==> config.mk <==
export PLATFORM = sky130hd
export DESIGN_NAME = pci_sideband_control
export DESIGN_NICKNAME = d
export VERILOG_FILES = /design/src/logic/psc_pkg.sv /design/src/logic/pci_sideband_control.sv /design/src/logic/pin_sync.sv
export VERILOG_INCLUDE_DIRS = /design/src /design/src/logic
export SDC_FILE = /design/constraint.sdc
export NUM_CORES = 1
export LEC_CHECK = 0
export BUFFER_PORTS_ARGS = -buffer_cell sky130_fd_sc_hd__buf_2
export CAP_MARGIN = 20
export CORE_UTILIZATION = 40
export CTS_CLUSTER_DIAMETER = 50
export DETAILED_ROUTE_END_ITERATION = 12
export GPL_ROUTABILITY_DRIVEN = 0
export PLACE_DENSITY = 0.76
export SLEW_MARGIN = 0
export SYNTH_ARGS = -nofsm -noshare
export SYNTH_HDL_FRONTEND = slang
export SYNTH_SLANG_ARGS = --single-unit
==> constraint.sdc <==
create_clock -name core_clk -period 2.7 [get_ports core_clk]
set_input_delay 0.54 -clock core_clk [delete_from_list [all_inputs] [get_ports core_clk]]
set_output_delay 0.54 -clock core_clk [all_outputs]
set_load 0.005 [all_outputs]
==> src/logic/psc_defines.svh <==
`ifndef PSC_DEFINES_SVH
`define PSC_DEFINES_SVH
// Register byte offsets on the Wishbone slave
`define PSC_ADR_CTRL 8'h00
`define PSC_ADR_STAT 8'h04
`define PSC_ADR_WAKE 8'h08
`define PSC_ADR_SDP 8'h0c
`define PSC_ADR_INT 8'h10
// Control register fields
`define PSC_CTRL_REQ 0
`define PSC_CTRL_PMEEN 1
// Wake control register fields
`define PSC_WAKE_MGMT 0
`define PSC_WAKE_STAT 1
// Status register fields
`define PSC_ST_GNT 0
`define PSC_ST_M66 1
`define PSC_ST_AUX 2
`define PSC_ST_PDIS 3
`define PSC_ST_SERR 4
`define PSC_ST_PERR 5
`define PSC_ST_SDP_LO 8
`define PSC_ST_SDP_HI 11
// Soft pin register fields
`define PSC_SDP_OUT_LO 0
`define PSC_SDP_OUT_HI 3
`define PSC_SDP_DIR_LO 4
`define PSC_SDP_DIR_HI 7
`define PSC_SDP_GPI_LO 8
`define PSC_SDP_GPI_HI 9
// Interrupt cause field
`define PSC_INT_LO 0
`define PSC_INT_HI 1
// Reset values
`define PSC_SDP_DIR_RST 4'h0
`define PSC_SDP_OUT_RST 4'h0
`define PSC_GPI_RST 2'h0
// Soft pins that may raise interrupts
`define PSC_GPI_PIN_LO 2
`define PSC_GPI_PIN_HI 3
// Synchroniser bank slots
`define PSC_SYNC_W 9
`endif

==> src/logic/psc_pkg.sv <==
package psc_pkg;
  typedef logic [3:0] sdp_t;
  typedef logic [1:0] gpi_t;
  // Gray along idle -> drive low -> drive high; drive high -> idle flips both bits
  typedef enum logic [1:0] {
    PERR_IDLE = 2'b00,
    PERR_LOW = 2'b01,
    PERR_PARK = 2'b11
  } perr_state_e;
endpackage : psc_pkg
==> src/logic/pci_sideband_control.sv <==
`timescale 1ns/1ps
`include "psc_defines.svh"

// Notes on behaviour
// - Drive bus request low when mastering wanted
// - Interrupt line held low while request pending
// - Bus inputs sampled on rising clock edge
// - Bus reset floats outputs except wake line
// - Wake event context survives bus reset
// - Internal state restarts at reset release
// - Supply-good low holds reset, floats bus
// - Wake line pulled low only when enabled
// - Auxiliary supply present allows D3cold support
// - Port-disable strap sampled at reset release
// - Soft pins default inputs, upper two interrupt
// - Sustained line parked high before release
module pci_sideband_control (
  input wire logic core_clk,
  input wire logic nrst,
  // Wishbone slave
  input wire logic wbCyc,
  input wire logic wbStb,
  input wire logic wbWe,
  input wire logic [7:0] wbAdr,
  input wire logic [3:0] wbSel,
  input wire logic [31:0] wbDatW,
  output logic [31:0] wbDatR,
  output logic wbAck,
  // Pins
  input wire logic supply_good_in,
  output logic reqOutN,
  output logic reqOe,
  input wire logic gntInN,
  output logic intaOutN,
  output logic intaOe,
  input wire logic m66En,
  output logic serrOutN,
  output logic serrOe,
  output logic perrOutN,
  output logic perrOe,
  output logic pmeOutN,
  output logic pmeOe,
  input wire logic aux_supply_present,
  input wire logic port_disable_n,
  input wire psc_pkg::sdp_t soft_defined_pins_in,
  output psc_pkg::sdp_t soft_defined_pins_out,
  output psc_pkg::sdp_t soft_defined_pins_oe,
  // Core side, same clock
  input wire logic masterNeed,
  input wire logic coreIntReq,
  input wire logic addrParErr,
  input wire logic dataParErr,
  input wire logic specialCycle,
  input wire logic wakeEvent,
  input wire logic nvmLoad,
  input wire psc_pkg::sdp_t nvmSdpDir,
  input wire psc_pkg::sdp_t nvmSdpOut,
  output logic masterGo,
  output logic busSpeed66,
  output logic d3coldSupport,
  output logic portDisabled,
  output logic inReset
);
  import psc_pkg::*;

  logic [`PSC_SYNC_W-1:0] syncIn;
  logic [`PSC_SYNC_W-1:0] syncOut;
  logic gntS, m66S, auxS, pdisS, pgoodS;
  sdp_t sdpS;
  logic rstAll, rstAllQ_q, relEdge;
  logic ctrlReq_q, pmeEn_q, wakeMgmt_q, pmeStat_q;
  logic reqOut_q, serr_q, want, wbWr, wbRd, pending;
  sdp_t sdpDir_q, sdpOut_q, sdpPrev_q;
  gpi_t gpiEn_q, intCause_q, gpiRise;
  logic perrPipe_q;
  perr_state_e perr_q;

  // Address decode shared by read and write paths
  function automatic logic regHit(input logic [7:0] adr,
                                  input logic [7:0] off);
    regHit = (adr == off);
  endfunction : regHit

  ////////////////////////////////////////////////////////////////////////
  // Pin sampling on the rising edge through two flops
  assign syncIn = {soft_defined_pins_in, supply_good_in, port_disable_n,
                   aux_supply_present, m66En, gntInN};
  pin_sync #(.W(`PSC_SYNC_W)) u_sync (
    .core_clk(core_clk),
    .pinIn(syncIn),
    .pinSync(syncOut)
  );
  assign gntS = syncOut[0];
  assign m66S = syncOut[1];
  assign auxS = syncOut[2];
  assign pdisS = syncOut[3];
  assign pgoodS = syncOut[4];
  assign sdpS = syncOut[8:5];

  ////////////////////////////////////////////////////////////////////////
  // Either reset source holds the block in reset
  assign rstAll = !nrst || !pgoodS;
  assign inReset = rstAll;
  assign relEdge = !rstAll && rstAllQ_q;

  // Remembers last reset level to find the release edge
  always_ff @(posedge core_clk) begin
    if (!nrst) begin
      rstAllQ_q <= 1'b1;
    end else begin
      rstAllQ_q <= rstAll;
    end
  end

  // Strap caught at release; low means port off, so no bus request
  always_ff @(posedge core_clk) begin
    if (rstAll) begin
      portDisabled <= 1'b0;
    end else if (relEdge) begin
      portDisabled <= !pdisS;
    end
  end

  // Speed and aux supply follow their sampled pins
  always_ff @(posedge core_clk) begin
    if (rstAll) begin
      busSpeed66 <= 1'b0;
      d3coldSupport <= 1'b0;
    end else begin
      busSpeed66 <= m66S;
      d3coldSupport <= auxS;
    end
  end

  ////////////////////////////////////////////////////////////////////////
  // Wishbone: one wait state, writes land on the acked edge
  assign wbWr = wbCyc && wbStb && wbWe && wbAck;
  assign wbRd = wbCyc && wbStb && !wbWe && !wbAck;

  always_ff @(posedge core_clk) begin
    if (rstAll) begin
      wbAck <= 1'b0;
    end else begin
      wbAck <= wbCyc && wbStb && !wbAck;
    end
  end

  // Read mux; unmapped offsets read zero and still ack
  always_ff @(posedge core_clk) begin
    if (rstAll) begin
      wbDatR <= 32'h0;
    end else if (wbRd) begin
      wbDatR <= 32'h0;
      if (regHit(wbAdr, `PSC_ADR_CTRL)) begin
        wbDatR[`PSC_CTRL_REQ] <= ctrlReq_q;
        wbDatR[`PSC_CTRL_PMEEN] <= pmeEn_q;
      end
      if (regHit(wbAdr, `PSC_ADR_STAT)) begin
        wbDatR[`PSC_ST_GNT] <= !gntS;
        wbDatR[`PSC_ST_M66] <= busSpeed66;
        wbDatR[`PSC_ST_AUX] <= d3coldSupport;
        wbDatR[`PSC_ST_PDIS] <= portDisabled;
        wbDatR[`PSC_ST_SERR] <= serr_q;
        wbDatR[`PSC_ST_PERR] <= perr_q != PERR_IDLE;
        wbDatR[`PSC_ST_SDP_HI:`PSC_ST_SDP_LO] <= sdpS;
      end
      if (regHit(wbAdr, `PSC_ADR_WAKE)) begin
        wbDatR[`PSC_WAKE_MGMT] <= wakeMgmt_q;
        wbDatR[`PSC_WAKE_STAT] <= pmeStat_q;
      end
      if (regHit(wbAdr, `PSC_ADR_SDP)) begin
        wbDatR[`PSC_SDP_OUT_HI:`PSC_SDP_OUT_LO] <= sdpOut_q;
        wbDatR[`PSC_SDP_DIR_HI:`PSC_SDP_DIR_LO] <= sdpDir_q;
        wbDatR[`PSC_SDP_GPI_HI:`PSC_SDP_GPI_LO] <= gpiEn_q;
      end
      if (regHit(wbAdr, `PSC_ADR_INT)) begin
        wbDatR[`PSC_INT_HI:`PSC_INT_LO] <= intCause_q;
      end
    end
  end

  ////////////////////////////////////////////////////////////////////////
  // Bus request; held off when the port is strapped off
  always_ff @(posedge core_clk) begin
    if (rstAll) begin
      ctrlReq_q <= 1'b0;
    end else if (wbWr && wbSel[0] && regHit(wbAdr, `PSC_ADR_CTRL)) begin
      ctrlReq_q <= wbDatW[`PSC_CTRL_REQ];
    end
  end

  assign want = (ctrlReq_q || masterNeed) && !portDisabled;

  always_ff @(posedge core_clk) begin
    if (rstAll) begin
      reqOut_q <= 1'b1;
    end else begin
      reqOut_q <= !want;
    end
  end
  assign reqOutN = reqOut_q;
  assign reqOe = !rstAll;
  // Master may start only once the arbiter grants
  assign masterGo = !rstAll && !reqOut_q && !gntS && want;

  ////////////////////////////////////////////////////////////////////////
  // Wake context is cleared only by supply-good, not by bus reset
  always_ff @(posedge core_clk) begin
    if (!pgoodS) begin
      pmeEn_q <= 1'b0;
      wakeMgmt_q <= 1'b0;
      pmeStat_q <= 1'b0;
    end else begin
      if (nrst && wbWr && wbSel[0] && regHit(wbAdr, `PSC_ADR_CTRL)) begin
        pmeEn_q <= wbDatW[`PSC_CTRL_PMEEN];
      end
      if (nrst && wbWr && wbSel[0] && regHit(wbAdr, `PSC_ADR_WAKE)) begin
        wakeMgmt_q <= wbDatW[`PSC_WAKE_MGMT];
      end
      // Set wins over a write-one clear in the same cycle
      if (wakeEvent && (pmeEn_q || wakeMgmt_q)) begin
        pmeStat_q <= 1'b1;
      end else if (nrst && wbWr && wbSel[0] &&
                   regHit(wbAdr, `PSC_ADR_WAKE) &&
                   wbDatW[`PSC_WAKE_STAT]) begin
        pmeStat_q <= 1'b0;
      end
    end
  end
  assign pmeOutN = 1'b0;
  // Open drain; still active during bus reset
  assign pmeOe = pgoodS && pmeStat_q && (pmeEn_q || wakeMgmt_q);

  ////////////////////////////////////////////////////////////////////////
  // System error: one-clock open-drain pulse
  always_ff @(posedge core_clk) begin
    if (rstAll) begin
      serr_q <= 1'b0;
    end else begin
      serr_q <= addrParErr;
    end
  end
  assign serrOutN = 1'b0;
  assign serrOe = serr_q && !rstAll;

  ////////////////////////////////////////////////////////////////////////
  // Parity error: detect, one stage, then drive in the state machine
  always_ff @(posedge core_clk) begin
    if (rstAll) begin
      perrPipe_q <= 1'b0;
    end else begin
      perrPipe_q <= dataParErr && !specialCycle;
    end
  end

  // Park high one clock before floating so the pullup is not raced
  always_ff @(posedge core_clk) begin
    if (rstAll) begin
      perr_q <= PERR_IDLE;
    end else begin
      unique case (perr_q)
        PERR_IDLE: begin
          if (perrPipe_q) begin
            perr_q <= PERR_LOW;
          end
        end
        PERR_LOW: begin
          if (!perrPipe_q) begin
            perr_q <= PERR_PARK;
          end
        end
        PERR_PARK: begin
          perr_q <= perrPipe_q ? PERR_LOW : PERR_IDLE;
        end
        default: begin
          perr_q <= PERR_IDLE;
        end
      endcase
    end
  end
  // Gated by reset too: the state only clears on the first reset edge
  assign perrOe = (perr_q != PERR_IDLE) && !rstAll;
  assign perrOutN = perr_q == PERR_PARK;

  ////////////////////////////////////////////////////////////////////////
  // Soft pins: inputs at reset, loadable from nonvolatile config
  always_ff @(posedge core_clk) begin
    if (rstAll) begin
      sdpDir_q <= `PSC_SDP_DIR_RST;
      sdpOut_q <= `PSC_SDP_OUT_RST;
      gpiEn_q <= `PSC_GPI_RST;
    end else if (nvmLoad) begin
      sdpDir_q <= nvmSdpDir;
      sdpOut_q <= nvmSdpOut;
    end else if (wbWr && regHit(wbAdr, `PSC_ADR_SDP)) begin
      if (wbSel[0]) begin
        sdpOut_q <= wbDatW[`PSC_SDP_OUT_HI:`PSC_SDP_OUT_LO];
        sdpDir_q <= wbDatW[`PSC_SDP_DIR_HI:`PSC_SDP_DIR_LO];
      end
      if (wbSel[1]) begin
        gpiEn_q <= wbDatW[`PSC_SDP_GPI_HI:`PSC_SDP_GPI_LO];
      end
    end
  end
  assign soft_defined_pins_out = sdpOut_q;
  assign soft_defined_pins_oe = rstAll ? `PSC_SDP_DIR_RST : sdpDir_q;

  // Rising edges on the upper two pins, only when they are inputs
  always_ff @(posedge core_clk) begin
    sdpPrev_q <= sdpS;
  end
  assign gpiRise = gpiEn_q
    & ~sdpDir_q[`PSC_GPI_PIN_HI:`PSC_GPI_PIN_LO]
    & sdpS[`PSC_GPI_PIN_HI:`PSC_GPI_PIN_LO]
    & ~sdpPrev_q[`PSC_GPI_PIN_HI:`PSC_GPI_PIN_LO];

  // Sticky causes; a new edge beats a write-one clear
  always_ff @(posedge core_clk) begin
    if (rstAll) begin
      intCause_q <= `PSC_GPI_RST;
    end else if (wbWr && wbSel[0] && regHit(wbAdr, `PSC_ADR_INT)) begin
      intCause_q <= (intCause_q &
        ~wbDatW[`PSC_INT_HI:`PSC_INT_LO]) | gpiRise;
    end else begin
      intCause_q <= intCause_q | gpiRise;
    end
  end

  // Level interrupt, held low until every cause is gone
  assign pending = (|intCause_q) || coreIntReq;
  assign intaOutN = 1'b0;
  assign intaOe = pending && !rstAll;

  ////////////////////////////////////////////////////////////////////////
  property p_req;
    @(posedge core_clk) disable iff (rstAll)
    want ##1 want |-> !reqOutN && reqOe;
  endproperty
  a_req: assert property (p_req) else $error("request not driven");

  property p_inta;
    @(posedge core_clk) disable iff (rstAll)
    $rose(|intCause_q) |-> intaOe ##1 (intaOe || $past(wbWr));
  endproperty
  a_inta: assert property (p_inta) else $error("interrupt not held");

  property p_float;
    @(posedge core_clk) rstAll |-> !reqOe && !intaOe && !serrOe
      && !perrOe && soft_defined_pins_oe == `PSC_SDP_DIR_RST;
  endproperty
  a_float: assert property (p_float) else $error("pin driven in reset");

  property p_ctx;
    @(posedge core_clk) !nrst && pgoodS && pmeStat_q |=> pmeStat_q;
  endproperty
  a_ctx: assert property (p_ctx) else $error("wake context lost");

  property p_serr;
    @(posedge core_clk) disable iff (rstAll)
    addrParErr ##1 !addrParErr |-> serrOe ##1 !serrOe;
  endproperty
  a_serr: assert property (p_serr) else $error("serr not one clock");

  property p_perr;
    @(posedge core_clk) disable iff (rstAll)
    dataParErr && !specialCycle |-> ##2 (perrOe && !perrOutN);
  endproperty
  a_perr: assert property (p_perr) else $error("perr late");

  property p_park;
    @(posedge core_clk) disable iff (rstAll)
    perr_q == PERR_LOW ##1 perr_q != PERR_LOW
      |-> perrOe && perrOutN;
  endproperty
  a_park: assert property (p_park) else $error("perr not parked");

  property p_pme;
    @(posedge core_clk) disable iff (!pgoodS)
    !pmeEn_q && !wakeMgmt_q && !pmeStat_q |=> !pmeOe;
  endproperty
  a_pme: assert property (p_pme) else $error("wake while disabled");

  property p_strap;
    @(posedge core_clk) relEdge |=> portDisabled == !$past(pdisS);
  endproperty
  a_strap: assert property (p_strap) else $error("strap missed");

  c_serr: cover property (@(posedge core_clk) serrOe);
  c_park: cover property (@(posedge core_clk) perr_q == PERR_PARK);
  c_pme: cover property (@(posedge core_clk) pmeOe && !nrst);
  c_grant: cover property (@(posedge core_clk) masterGo);
endmodule : pci_sideband_control

==> src/logic/pin_sync.sv <==
`timescale 1ns/1ps
// Two-flop synchroniser bank; no reset so supply-good keeps its path
module pin_sync #(
  parameter int W = 9
) (
  input wire logic core_clk,
  input wire logic [W-1:0] pinIn,
  output logic [W-1:0] pinSync
);
  logic [W-1:0] meta_q;

  ////////////////////////////////////////////////////////////////////////
  // Only the second flop is visible to the block
  genvar i;
  generate
    for (i = 0; i < W; i++) begin : g_bit
      always_ff @(posedge core_clk) begin
        meta_q[i] <= pinIn[i];
        pinSync[i] <= meta_q[i];
      end
    end
  endgenerate
endmodule : pin_sync

* Word-level counts from Yosys, hierarchy flattened
Index checks and enable logic that the tools add are counted.
** Cells by class
- Add/subtract/negate cells :: 0
- Multiply operators :: 0
- Div/mod/pow operators :: 0
- $lt $le $gt $ge :: 0
- Equality and inequality tests :: 8
- Shift-type cells :: 0
- Mux-type cells :: 20
- Bitwise gates (word level) :: 10
- Reduce and logical (&&, ||, !) cells :: 52
** Operator list (count)
- 4-bit 2-to-1 mux :: 8
- 1-bit logical AND :: 27
- 8-bit by 4-bit equality test with 1-bit output (second input constant) :: 2
- 2-bit 2-to-1 mux :: 6
- 1-bit zero test :: 11
- 10-bit 2-to-1 mux :: 1
- 2-bit bitwise AND :: 4
- 8-bit by 3-bit equality test with 1-bit output (second input constant) :: 1
- 8-bit by 5-bit equality test with 1-bit output (second input constant) :: 1
- 8-bit zero test :: 1
- 2-bit nonzero test :: 4
- 6-bit 2-to-1 mux :: 1
- 2-bit NOT :: 3
- 2-bit case mux with 3 select lines :: 1
- 1-bit logical OR :: 4
- 2-bit != test (second input constant) :: 2
- 2-bit OR :: 2
- 2-bit AND reduction :: 2
- 1-bit 2-to-1 mux :: 3
- 3-bit AND reduction :: 1
- 2-bit by 1-bit equality test with 1-bit output (second input constant) :: 1
- 2-bit equality test (second input constant) :: 1
- 2-bit zero test :: 1
- 2-bit OR reduction :: 1
- 1-bit NOT :: 1
** Word-level totals
- Register bits after elaboration :: 60
- Latch bits :: 0
- RAM bits :: 0
- Bits in read-only memories :: 0
- Input bits :: 73
- Output and inout bits :: 56
- Memories kept :: 0

* Depth between registers and ports, before layout
Gate-level depths: netlist (run 1).
- Word-level depth :: 9
- Gate-level depth with buffers :: 7

* By module
Synthesis (run 1) repeated with hierarchy kept, for this count alone.
** Second synthesis, totals
- Cells, all modules :: 247
- Area total of the unflattened synthesis :: 2364.8 µm²
** Modules (own cells, without submodules)
- pci_sideband_control :: times used 1, cells an instance 229, area an instance 2004.4 µm², seq. area each 800.8 µm²
- pin_sync :: times used 1, cells an instance 18, area an instance 360.3 µm², seq. area each 360.3 µm²

* Worst setup path after synthesis (run 1)
No wires, ideal clock.
- Kind :: input to output
- Start point :: input port nrst
- End point :: output port intaOe
- Arrival :: 1579 ps
- Slack :: 581 ps
- Cell stages on the path :: 6
- Path buffers :: 3
- Cell sequence :: and2_1 -> clkbuf_1 -> inv_1 -> buf_2 -> buf_1 -> nor2_1
** On the way
- Cells in the longest elaborated chain, start to end :: 4
** RTL lines
- from (decl) :: RTL line pci_sideband_control.sv:19 : input wire logic nrst,
- 1-bit zero test
- 1-bit logical OR :: RTL line pci_sideband_control.sv:102 : assign rstAll = !nrst || !pgoodS;
- named net inReset :: RTL line pci_sideband_control.sv:62 : output logic inReset
- 1-bit zero test :: RTL line pci_sideband_control.sv:332 : assign intaOe = pending && !rstAll;
- 1-bit logical AND :: RTL line pci_sideband_control.sv:332
- to (decl) :: RTL line pci_sideband_control.sv:35 : output logic intaOe,
The timed path passes the listed nets, and every way through them passes these cells.

* Final worst setup path (run 1)
- Start point :: register u_sync.pinSync[4]
- End point :: output port masterGo
** On the way
- Cells in the longest elaborated chain, start to end :: 6
** RTL lines
- from (decl) :: RTL line pin_sync.sv:8 : output logic [W-1:0] pinSync
- from (signal, indexed assignment) :: RTL line pin_sync.sv:19 : pinSync[i] <= meta_q[i];
- 1-bit zero test
- 1-bit logical OR :: RTL line pci_sideband_control.sv:102
- 1-bit zero test :: RTL line pci_sideband_control.sv:204 : assign masterGo = !rstAll && !reqOut_q && !gntS && want;
- 1-bit logical AND (3 in series) :: RTL line pci_sideband_control.sv:204
- to (decl) :: RTL line pci_sideband_control.sv:58 : output logic masterGo,
No other way between the ends.

==> results_dict.tcl, run 1 <==
set metrics [dict create \
    cts_root_buf "clkbuf_8" \
    hold_buffers 0 \
    clock_skew_ps 4.57 \
    synth_top_area_cell "dfxtp_1" \
    first_global_vias 1789 \
    finalSetupTns_ps 0 \
    synth_top_area_share 0.491 \
    setup_violations 0 \
    pin_count 129 \
    nNetsFinal 403 \
    synth_most_common_cell "dfxtp_1" \
    cts.repair.resized 0 \
    fin_crit_ps 2310 \
    crit_cells 5 \
    synth_edf_count 0 \
    fin_area_sq_um 2970 \
    grt_use_met3 0.0448 \
    fp.dieH_microns 78.9 \
    worstReg2RegEnd "soft_defined_pins_out[0]" \
    nFillCells 518 \
    worst_slew_pin_slew_ps 697 \
    dpl.hpwl_microns 3990 \
    vias 2017 \
    r2r_setup_slack_ps 940 \
    rows 27 \
    ys_seq_elements 58 \
    core_sq_um 5610 \
    rsz0062_at_grt "false" \
    worstPathRequired_ps 2160 \
    dpl_worst_slack_ps 581 \
    cp_cell_sequence "and2_1 -> inv_1 -> or3_1 -> nor3_1 -> buf_2" \
    run_status "finished, final reports clean" \
    synth_area_leaders "dfxtp_1, buf_4, mux2i_1" \
    cts_max_path_buffers 2 \
    clkTransAtPathRegs_ps 70 \
    syn_avg_cell_area_sq_um 9.57 \
    critPathBufInv 2 \
    start_util 0.422 \
    yosysWarnings 0 \
    slowest_stage "dfxtp_1" \
    fin_util 0.529 \
    grt_busiest_layer "met2" \
    syn_to_final_growth_pct 25.5 \
    cts_buffers 9 \
    maxSlewViolCount 0 \
    drive_gt1_frac 0.322 \
    path_class "reg2out" \
    antenna_cells 0 \
    clock_sinks 58 \
    ant_nets 0 \
    cp_top_family "simple AND/OR/NAND/NOR gates" \
    syn_inst 247 \
    start_kind "flip-flop" \
    use_met1 0.219 \
    cts_setup_buffers 0 \
    tritoncts "built" \
    max_freq_ghz 0.432 \
    whs_ps 305 \
    startpoint "u_sync.pinSync[4]" \
    final.period_utilization 0.857 \
    worst_slack_ps 386 \
    dieArea_sq_um 6220 \
    finalHoldViolCount 0 \
    slew_headroom 0.529 \
    crit_path_end "masterGo" \
    rr_startpoint "u_sync.pinSync[4]" \
    wl_per_cell_microns 13.1 \
    grt_pass1_wl_microns 8220 \
    grt.overflow.total 0 \
    cap_violations 0 \
    p_leak_nw 1.41 \
    routed_wl_microns 5340 \
    drt_iter0_drc 135 \
    slowest_delay_ps 550 \
    insertion_delay_ps 330 \
    ir_drop_v 0.000303 \
    htreeDepth 3 \
    synth_cell_types 43 \
    async_flop_share 0 \
    via_per_inst 4.96 \
    grt_use_met2 0.281 \
    detail_route.first_pass.iterations 4 \
    dpl-instance-area_sq_um 2750 \
    die_width_microns 78.9 \
    reg2regPathDepth 5 \
    hold_depth 1 \
    grt_max_degree 24 \
    grt.total_usage 0.176 \
    antenna_found_initial 0 \
    ys_seq_area_frac 0.491 \
    synthTopCellsByCount "dfxtp_1, buf_4, nand2_1" \
    io_buffers 81 \
    cp_data_arrival_time_ps 1770 \
    crit_path_end_kind "primary output" \
    drc 0 \
    hold_class "in2reg" \
    synthFlopType "dfxtp_1" \
    syn-cell-area_sq_um 2360 \
    cp_max_fo 14 \
    p_per_area_nw_per_um2 635 \
]
==> cell type report <==
class                   instances  area, sq um  area share
inverters                       6         22.5     0.00759
clock buffers                   9          124      0.0417
flip-flops and latches         58         1160       0.391
well taps                      72         90.1      0.0304
multi-input cells             170         1040       0.351
repair buffers                 85          435       0.147
clock inverters                 7         92.6      0.0312
==> logic make-up after synthesis <==
kind of cell           share of synthesized area
muxes                                     0.0556
other                                    0.00159
buffers and inverters                      0.103
AOI/OAI and AO/OA                          0.125
DFF                                        0.491
and+or+nand+nor                            0.223
==> routing by layer <==
layer  vias to the layer above  share of wire
met5                         -              0
met4                         0          0.019
met3                        10          0.075
met2                        90           0.46
met1                       913           0.45
li1                       1004              -
==> worst min-delay path by stage <==
stage	end	start
floorplan	u_sync.pinSync[0]	u_sync.meta_q[0]
global route	u_sync.meta_q[2]	aux_supply_present
finish	u_sync.meta_q[8]	soft_defined_pins_in[3]
detailed placement	u_sync.pinSync[1]	u_sync.meta_q[1]
global placement	u_sync.pinSync[2]	u_sync.meta_q[2]
CTS	u_sync.meta_q[7]	soft_defined_pins_in[2]
==> where the power goes <==
group,internal (mW),switching [mW]
logic,0.0522,0.0662
clock network,0.519,0.350
registers,0.882,0.0145
==> layout by cell type (no fill, tap or decap), drive strengths merged, types with 6 or more instances in the layout <==
cell and count:
mux2i 12, conb 23, inv 7, a21oi 14, nand2 21, nor2 15
dfxtp 58, nand3 7, a22oi 6, clkbuf 9, o21ai 16, buf 85
and3 9
==> stage by stage <==
| step | std cells | power (mW) |
|---|---|---|
| detailed placement | 391 | 1.03 |
| global placement | 391 | 1.03 |
| finish | 407 | 1.88 |
| floorplan | 269 | 0.991 |
| global route | 407 | 1.96 |
| CTS | 407 | 1.90 |
==> flip-flops by register name, summed over array words and instances (netlist names), 2 cells and up <==
register               cells
gpiEn_q                    2
intCause_q                 2
perr_q                     2
sdpDir_q                   4
sdpPrev_q                  2
soft_defined_pins_out      4
u_sync.meta_q              9
u_sync.pinSync             9
wbDatR                    12
No activity file was read; power rests on OpenSTA's default activity.
==> run 2, diff against run 1 <==
--- a/config.mk
+++ b/config.mk
@@ -9,6 +9,7 @@
 export BUFFER_PORTS_ARGS = -buffer_cell sky130_fd_sc_hd__buf_2
 export CAP_MARGIN = 20
 export CORE_UTILIZATION = 40
+export CTS_BUF_LIST = sky130_fd_sc_hd__clkbuf_4 sky130_fd_sc_hd__clkbuf_8
 export CTS_CLUSTER_DIAMETER = 50
 export DETAILED_ROUTE_END_ITERATION = 12
 export GPL_ROUTABILITY_DRIVEN = 0
==> constraint.sdc (replaced) <==
create_clock -name core_clk -period 2.2 [get_ports core_clk]
set_input_delay 0.44 -clock core_clk [delete_from_list [all_inputs] [get_ports core_clk]]
set_output_delay 0.44 -clock core_clk [all_outputs]
set_load 0.005 [all_outputs]
==> run 2 against run 1 <==
  * Non-clock buffer count is 2 higher
  * Worst setup slack worse by 100 ps
  * Design area hardly changed
  * Largest cell class unchanged
==> results_dict.tcl, run 2 (synthesis gave the netlist of run 1 again) <==
set metrics [dict create \
    run_status "finished, final reports clean" \
    ir_drop_v 0.000426 \
    vias 2046 \
    clock_sinks 58 \
    core_sq_um 5610 \
    drc 0 \
    drt_iter0_drc 160 \
    instances_no_fill 409 \
    top_regs "wbDatR (12), u_sync.meta_q (9), u_sync.pinSync (9)" \
    crit_path_end_kind "primary output" \
    start_kind "input pin" \
    path_class "in2out" \
    cts.repair.resized 0 \
    worstPathRequired_ps 1760 \
    p_per_area_nw_per_um2 750 \
    r2r_setup_slack_ps 600 \
    final.period_utilization 0.871 \
    detail_route.first_pass.iterations 4 \
    grt_busiest_layer "met2" \
    syn_to_final_growth_pct 25.6 \
    insertion_delay_ps 330 \
    finalSetupTns_ps 0 \
    cts_buffers 9 \
    max_freq_ghz 0.522 \
    largest_reg_flops 12 \
    grt_max_degree 24 \
    reg2regPathDepth 4 \
    grt_use_met3 0.0506 \
    start_util 0.422 \
    dieArea_sq_um 6220 \
    routed_wl_microns 5470 \
    fin_area_sq_um 2970 \
    htreeDepth 3 \
    grt_pass1_wl_microns 8690 \
    grt.overflow.total 0 \
    startpoint "nrst" \
    regMostFlops "wbDatR" \
    crit_path_end "masterGo" \
    post-place-cells 393 \
    drive_gt1_frac 0.326 \
    io_buffers 81 \
    via_per_inst 5.00 \
    ant_nets 0 \
    hold_buffers 0 \
    rr_startpoint "wbAck" \
    grt.total_usage 0.187 \
    cts_root_buf "clkbuf_8" \
    finalHoldViolCount 0 \
    clkTransAtPathRegs_ps 60 \
    final_common_cell "buf_2" \
    whs_ps 210 \
    cp_data_arrival_time_ps 1480 \
    use_met1 0.223 \
    die_width_microns 78.9 \
    cap_violations 0 \
    tritoncts "built" \
    grt_use_met2 0.313 \
    worstReg2RegEnd "wbDatR[3]" \
    layout_common_cells "buf_2, dfxtp_1, conb_1" \
    maxSlewViolCount 0 \
    clock_skew_ps 3.45 \
    pin_count 129 \
    hold_class "in2reg" \
    cts_max_path_buffers 2 \
    worst_slack_ps 284 \
    wl_per_cell_microns 13.4 \
    cp_max_fo 11 \
    antenna_found_initial 0 \
    fin_crit_ps 1920 \
    first_global_vias 1917 \
    dpl_worst_slack_ps 273 \
    p_leak_nw 1.41 \
    cts_setup_buffers 0 \
    setup_violations 0 \
    nFillCells 540 \
    antenna_cells 0 \
    dpl.hpwl_microns 4150 \
    nNetsFinal 405 \
    dpl-instance-area_sq_um 2770 \
    fp.dieH_microns 78.9 \
    rows 27 \
    rsz0062_at_grt "false" \
]
## run 2: critical path: stages
cell and delay (ps):
buf_2 180, and2_1 170, inv_1 50, or3_1 370
nor3_1 130, buf_2 140
## run 2: worst min path at each step
stage,start,end,cells after the start
4_1_cts,soft_defined_pins_in[3],u_sync.meta_q[8],1
3_3_place_gp,u_sync.meta_q[2],u_sync.pinSync[2],0
3_5_place_dp,u_sync.meta_q[3],u_sync.pinSync[3],0
6_report,m66En,u_sync.meta_q[1],1
2_1_floorplan,u_sync.meta_q[0],u_sync.pinSync[0],0
5_1_grt,gntInN,u_sync.meta_q[0],1
## run 2: final cells by class
cell class	instances	area, sq um	area share
sequential	58	1160	0.391
inverter	6	22.5	0.00758
tap	72	90.1	0.0303
multi-input combinational	170	1040	0.351
timing repair buffer	87	450	0.152
clock inverter	5	52.6	0.0177
clock buffer	11	151	0.0510
## run 2: stage by stage
| stage | util | power, mW |
|---|---|---|
| after floorplan | - | 1.22 |
| after global placement | 0.493 | 1.27 |
| after detailed placement | 0.493 | 1.27 |
| after CTS | 0.530 | 2.26 |
| after global routing | 0.530 | 2.33 |
| final | 0.530 | 2.23 |
## run 2: metal layers
layer | vias up | share of wire
li1 | 1013 | -
met3 | 4 | 0.079
met2 | 92 | 0.47
met4 | 0 | 0.0060
met1 | 937 | 0.44
met5 | - | 0
## run 2: report_power, final
part | switching [mW] | internal, mW | total, mW
Clock | 0.401 | 0.578 | 0.979
Sequential | 0.0153 | 1.08 | 1.10
Combinational | 0.0851 | 0.0658 | 0.151
Total | 0.501 | 1.73 | 2.23
==> run 3, diff against run 2 <==
==> constraint.sdc (replaced) <==
create_clock -name core_clk -period 2.2 [get_ports core_clk]
set_input_delay 0.44 -clock core_clk [delete_from_list [all_inputs] [get_ports core_clk]]
set_output_delay 0.44 -clock core_clk [all_outputs]
set_load 0.1 [all_outputs]
==> run 3 against run 2 <==
  * Non-clock buffer count is 1 higher
  * Worst hold slack better by 1.1 ps
  * Combinational power increased to 2.7 times the previous value
  * Die area did not move
  * Critical endpoint unchanged
  * Largest power group unchanged
  * Fmax down 7.3%
  * Register-to-register slack about the same
==> results_dict.tcl, run 3 (synthesis gave the netlist of run 1 again) <==
set metrics [dict create \
    setup_violations 0 \
    via_per_inst 5.00 \
    seq_area_sq_um 1160 \
    fin_area_sq_um 3070 \
    crit_path_end_kind "primary output" \
    io_buffers 81 \
    grt_pass1_wl_microns 8600 \
    run_status "finished, final reports clean" \
    cap_violations 0 \
    max_freq_ghz 0.484 \
    maxSlewViolCount 0 \
    fp.dieH_microns 78.9 \
    detail_route.first_pass.iterations 4 \
    core_sq_um 5610 \
    die_width_microns 78.9 \
    syn_to_final_growth_pct 30.0 \
    ant_nets 0 \
    cts.repair.resized 0 \
    top_regs "wbDatR (12), u_sync.meta_q (9), u_sync.pinSync (9)" \
    vias 2050 \
    grt.overflow.total 0 \
    clock_sinks 58 \
    cp_top_family "simple AND/OR/NAND/NOR gates" \
    drt_iter0_drc 59 \
    worstReg2RegEnd "wbDatR[3]" \
    start_util 0.422 \
    hold_buffers 0 \
    r2r_setup_slack_ps 610 \
    grt_max_degree 24 \
    p_leak_nw 1.45 \
    hold_class "in2reg" \
    drive_gt1_frac 0.349 \
    total_power_mw 2.42 \
    critPathBufInv 2 \
    regMostFlops "wbDatR" \
    nNetsFinal 406 \
    clkTransAtPathRegs_ps 60 \
    grt_use_met3 0.0586 \
    grt_use_met2 0.305 \
    ir_drop_v 0.000407 \
    dpl-instance-area_sq_um 2880 \
    whs_ps 211 \
    routed_wl_microns 5410 \
    largest_reg_flops 12 \
    path_class "reg2out" \
    slowest_delay_ps 340 \
    cp_data_arrival_time_ps 1630 \
    antenna_found_initial 0 \
    clock_skew_ps 3.26 \
    antenna_cells 0 \
    rsz0062_at_grt "false" \
    grt_busiest_layer "met2" \
    rr_startpoint "wbAck" \
    nFillCells 546 \
    cts_setup_buffers 0 \
    rows 27 \
    fin_crit_ps 2070 \
    startpoint "u_sync.pinSync[4]" \
    htreeDepth 3 \
    cp_max_fo 2 \
    final_common_cell "buf_2" \
    cts_max_path_buffers 2 \
    grt.total_usage 0.186 \
    cts_buffers 9 \
    worstPathRequired_ps 1760 \
    use_met1 0.224 \
    wl_per_cell_microns 13.2 \
    finalHoldViolCount 0 \
    cp_cell_sequence "and2_4 -> inv_6 -> or3_4 -> nor3_4 -> buf_12" \
    slowest_stage "or3_4" \
    drc 0 \
    final.period_utilization 0.939 \
    pin_count 129 \
    dieArea_sq_um 6220 \
    crit_cells 5 \
    cts_root_buf "clkbuf_8" \
    tritoncts "built" \
    layout_common_cells "buf_2, dfxtp_1, conb_1" \
    crit_path_end "masterGo" \
    reg2regPathDepth 4 \
    start_kind "flip-flop" \
    dpl.hpwl_microns 4120 \
    p_per_area_nw_per_um2 787 \
    first_global_vias 1882 \
    fin_util 0.548 \
    multi_input_area_sq_um 1070 \
    insertion_delay_ps 330 \
]
## run 3: metal layers
| layer | up-vias | wire (microns) |
|---|---|---|
| li1 | 1014 | - |
| met1 | 932 | 2390 |
| met2 | 97 | 2520 |
| met3 | 7 | 439 |
| met4 | 0 | 53 |
| met5 | - | 0 |
## run 3: area by class of cell
| class | instances | share of cell area |
|---|---|---|
| Tap cell | 72 | 0.0293 |
| Clock buffer | 14 | 0.0586 |
| Inverter | 6 | 0.00895 |
| Clock inverter | 2 | 0.00326 |
| Timing Repair Buffer | 88 | 0.173 |
| Sequential cell | 58 | 0.378 |
| Multi-Input combinational cell | 170 | 0.348 |
## run 3: worst min path at each step
stage | endpoint | start | slack, ps | cells after the start
floorplan | u_sync.pinSync[0] | u_sync.meta_q[0] | 310 | 0
global placement | u_sync.pinSync[2] | u_sync.meta_q[2] | 310 | 0
detailed placement | u_sync.pinSync[1] | u_sync.meta_q[1] | 310 | 0
global route | u_sync.meta_q[8] | soft_defined_pins_in[3] | 180 | 1
CTS | u_sync.meta_q[3] | port_disable_n | 190 | 1
finish | u_sync.meta_q[7] | soft_defined_pins_in[2] | 210 | 1
## run 3: power breakdown
part	internal [mW]	total [mW]	switching, mW
combinational	0.0782	0.410	0.332
clock	0.523	0.909	0.387
sequential	1.08	1.10	0.0160
total	1.68	2.42	0.735
## run 3: metrics by stage
| step | instances | TNS (ps) | worst slack [ps] |
|---|---|---|---|
| global route | 410 | 0 | 75.5 |
| global placement | 394 | 0 | 287 |
| floorplan | 269 | -127 | -127 |
| detailed placement | 394 | 0 | 268 |
| CTS | 410 | 0 | 113 |
| finish | 410 | 0 | 134 |
## run 3: worst register-to-register path, cell delays in order, from the launching register on
cell and delay (ps):
dfxtp_1 340, or4bb_1 680, nor4_4 300, a22oi_1 140, nand2_1 80
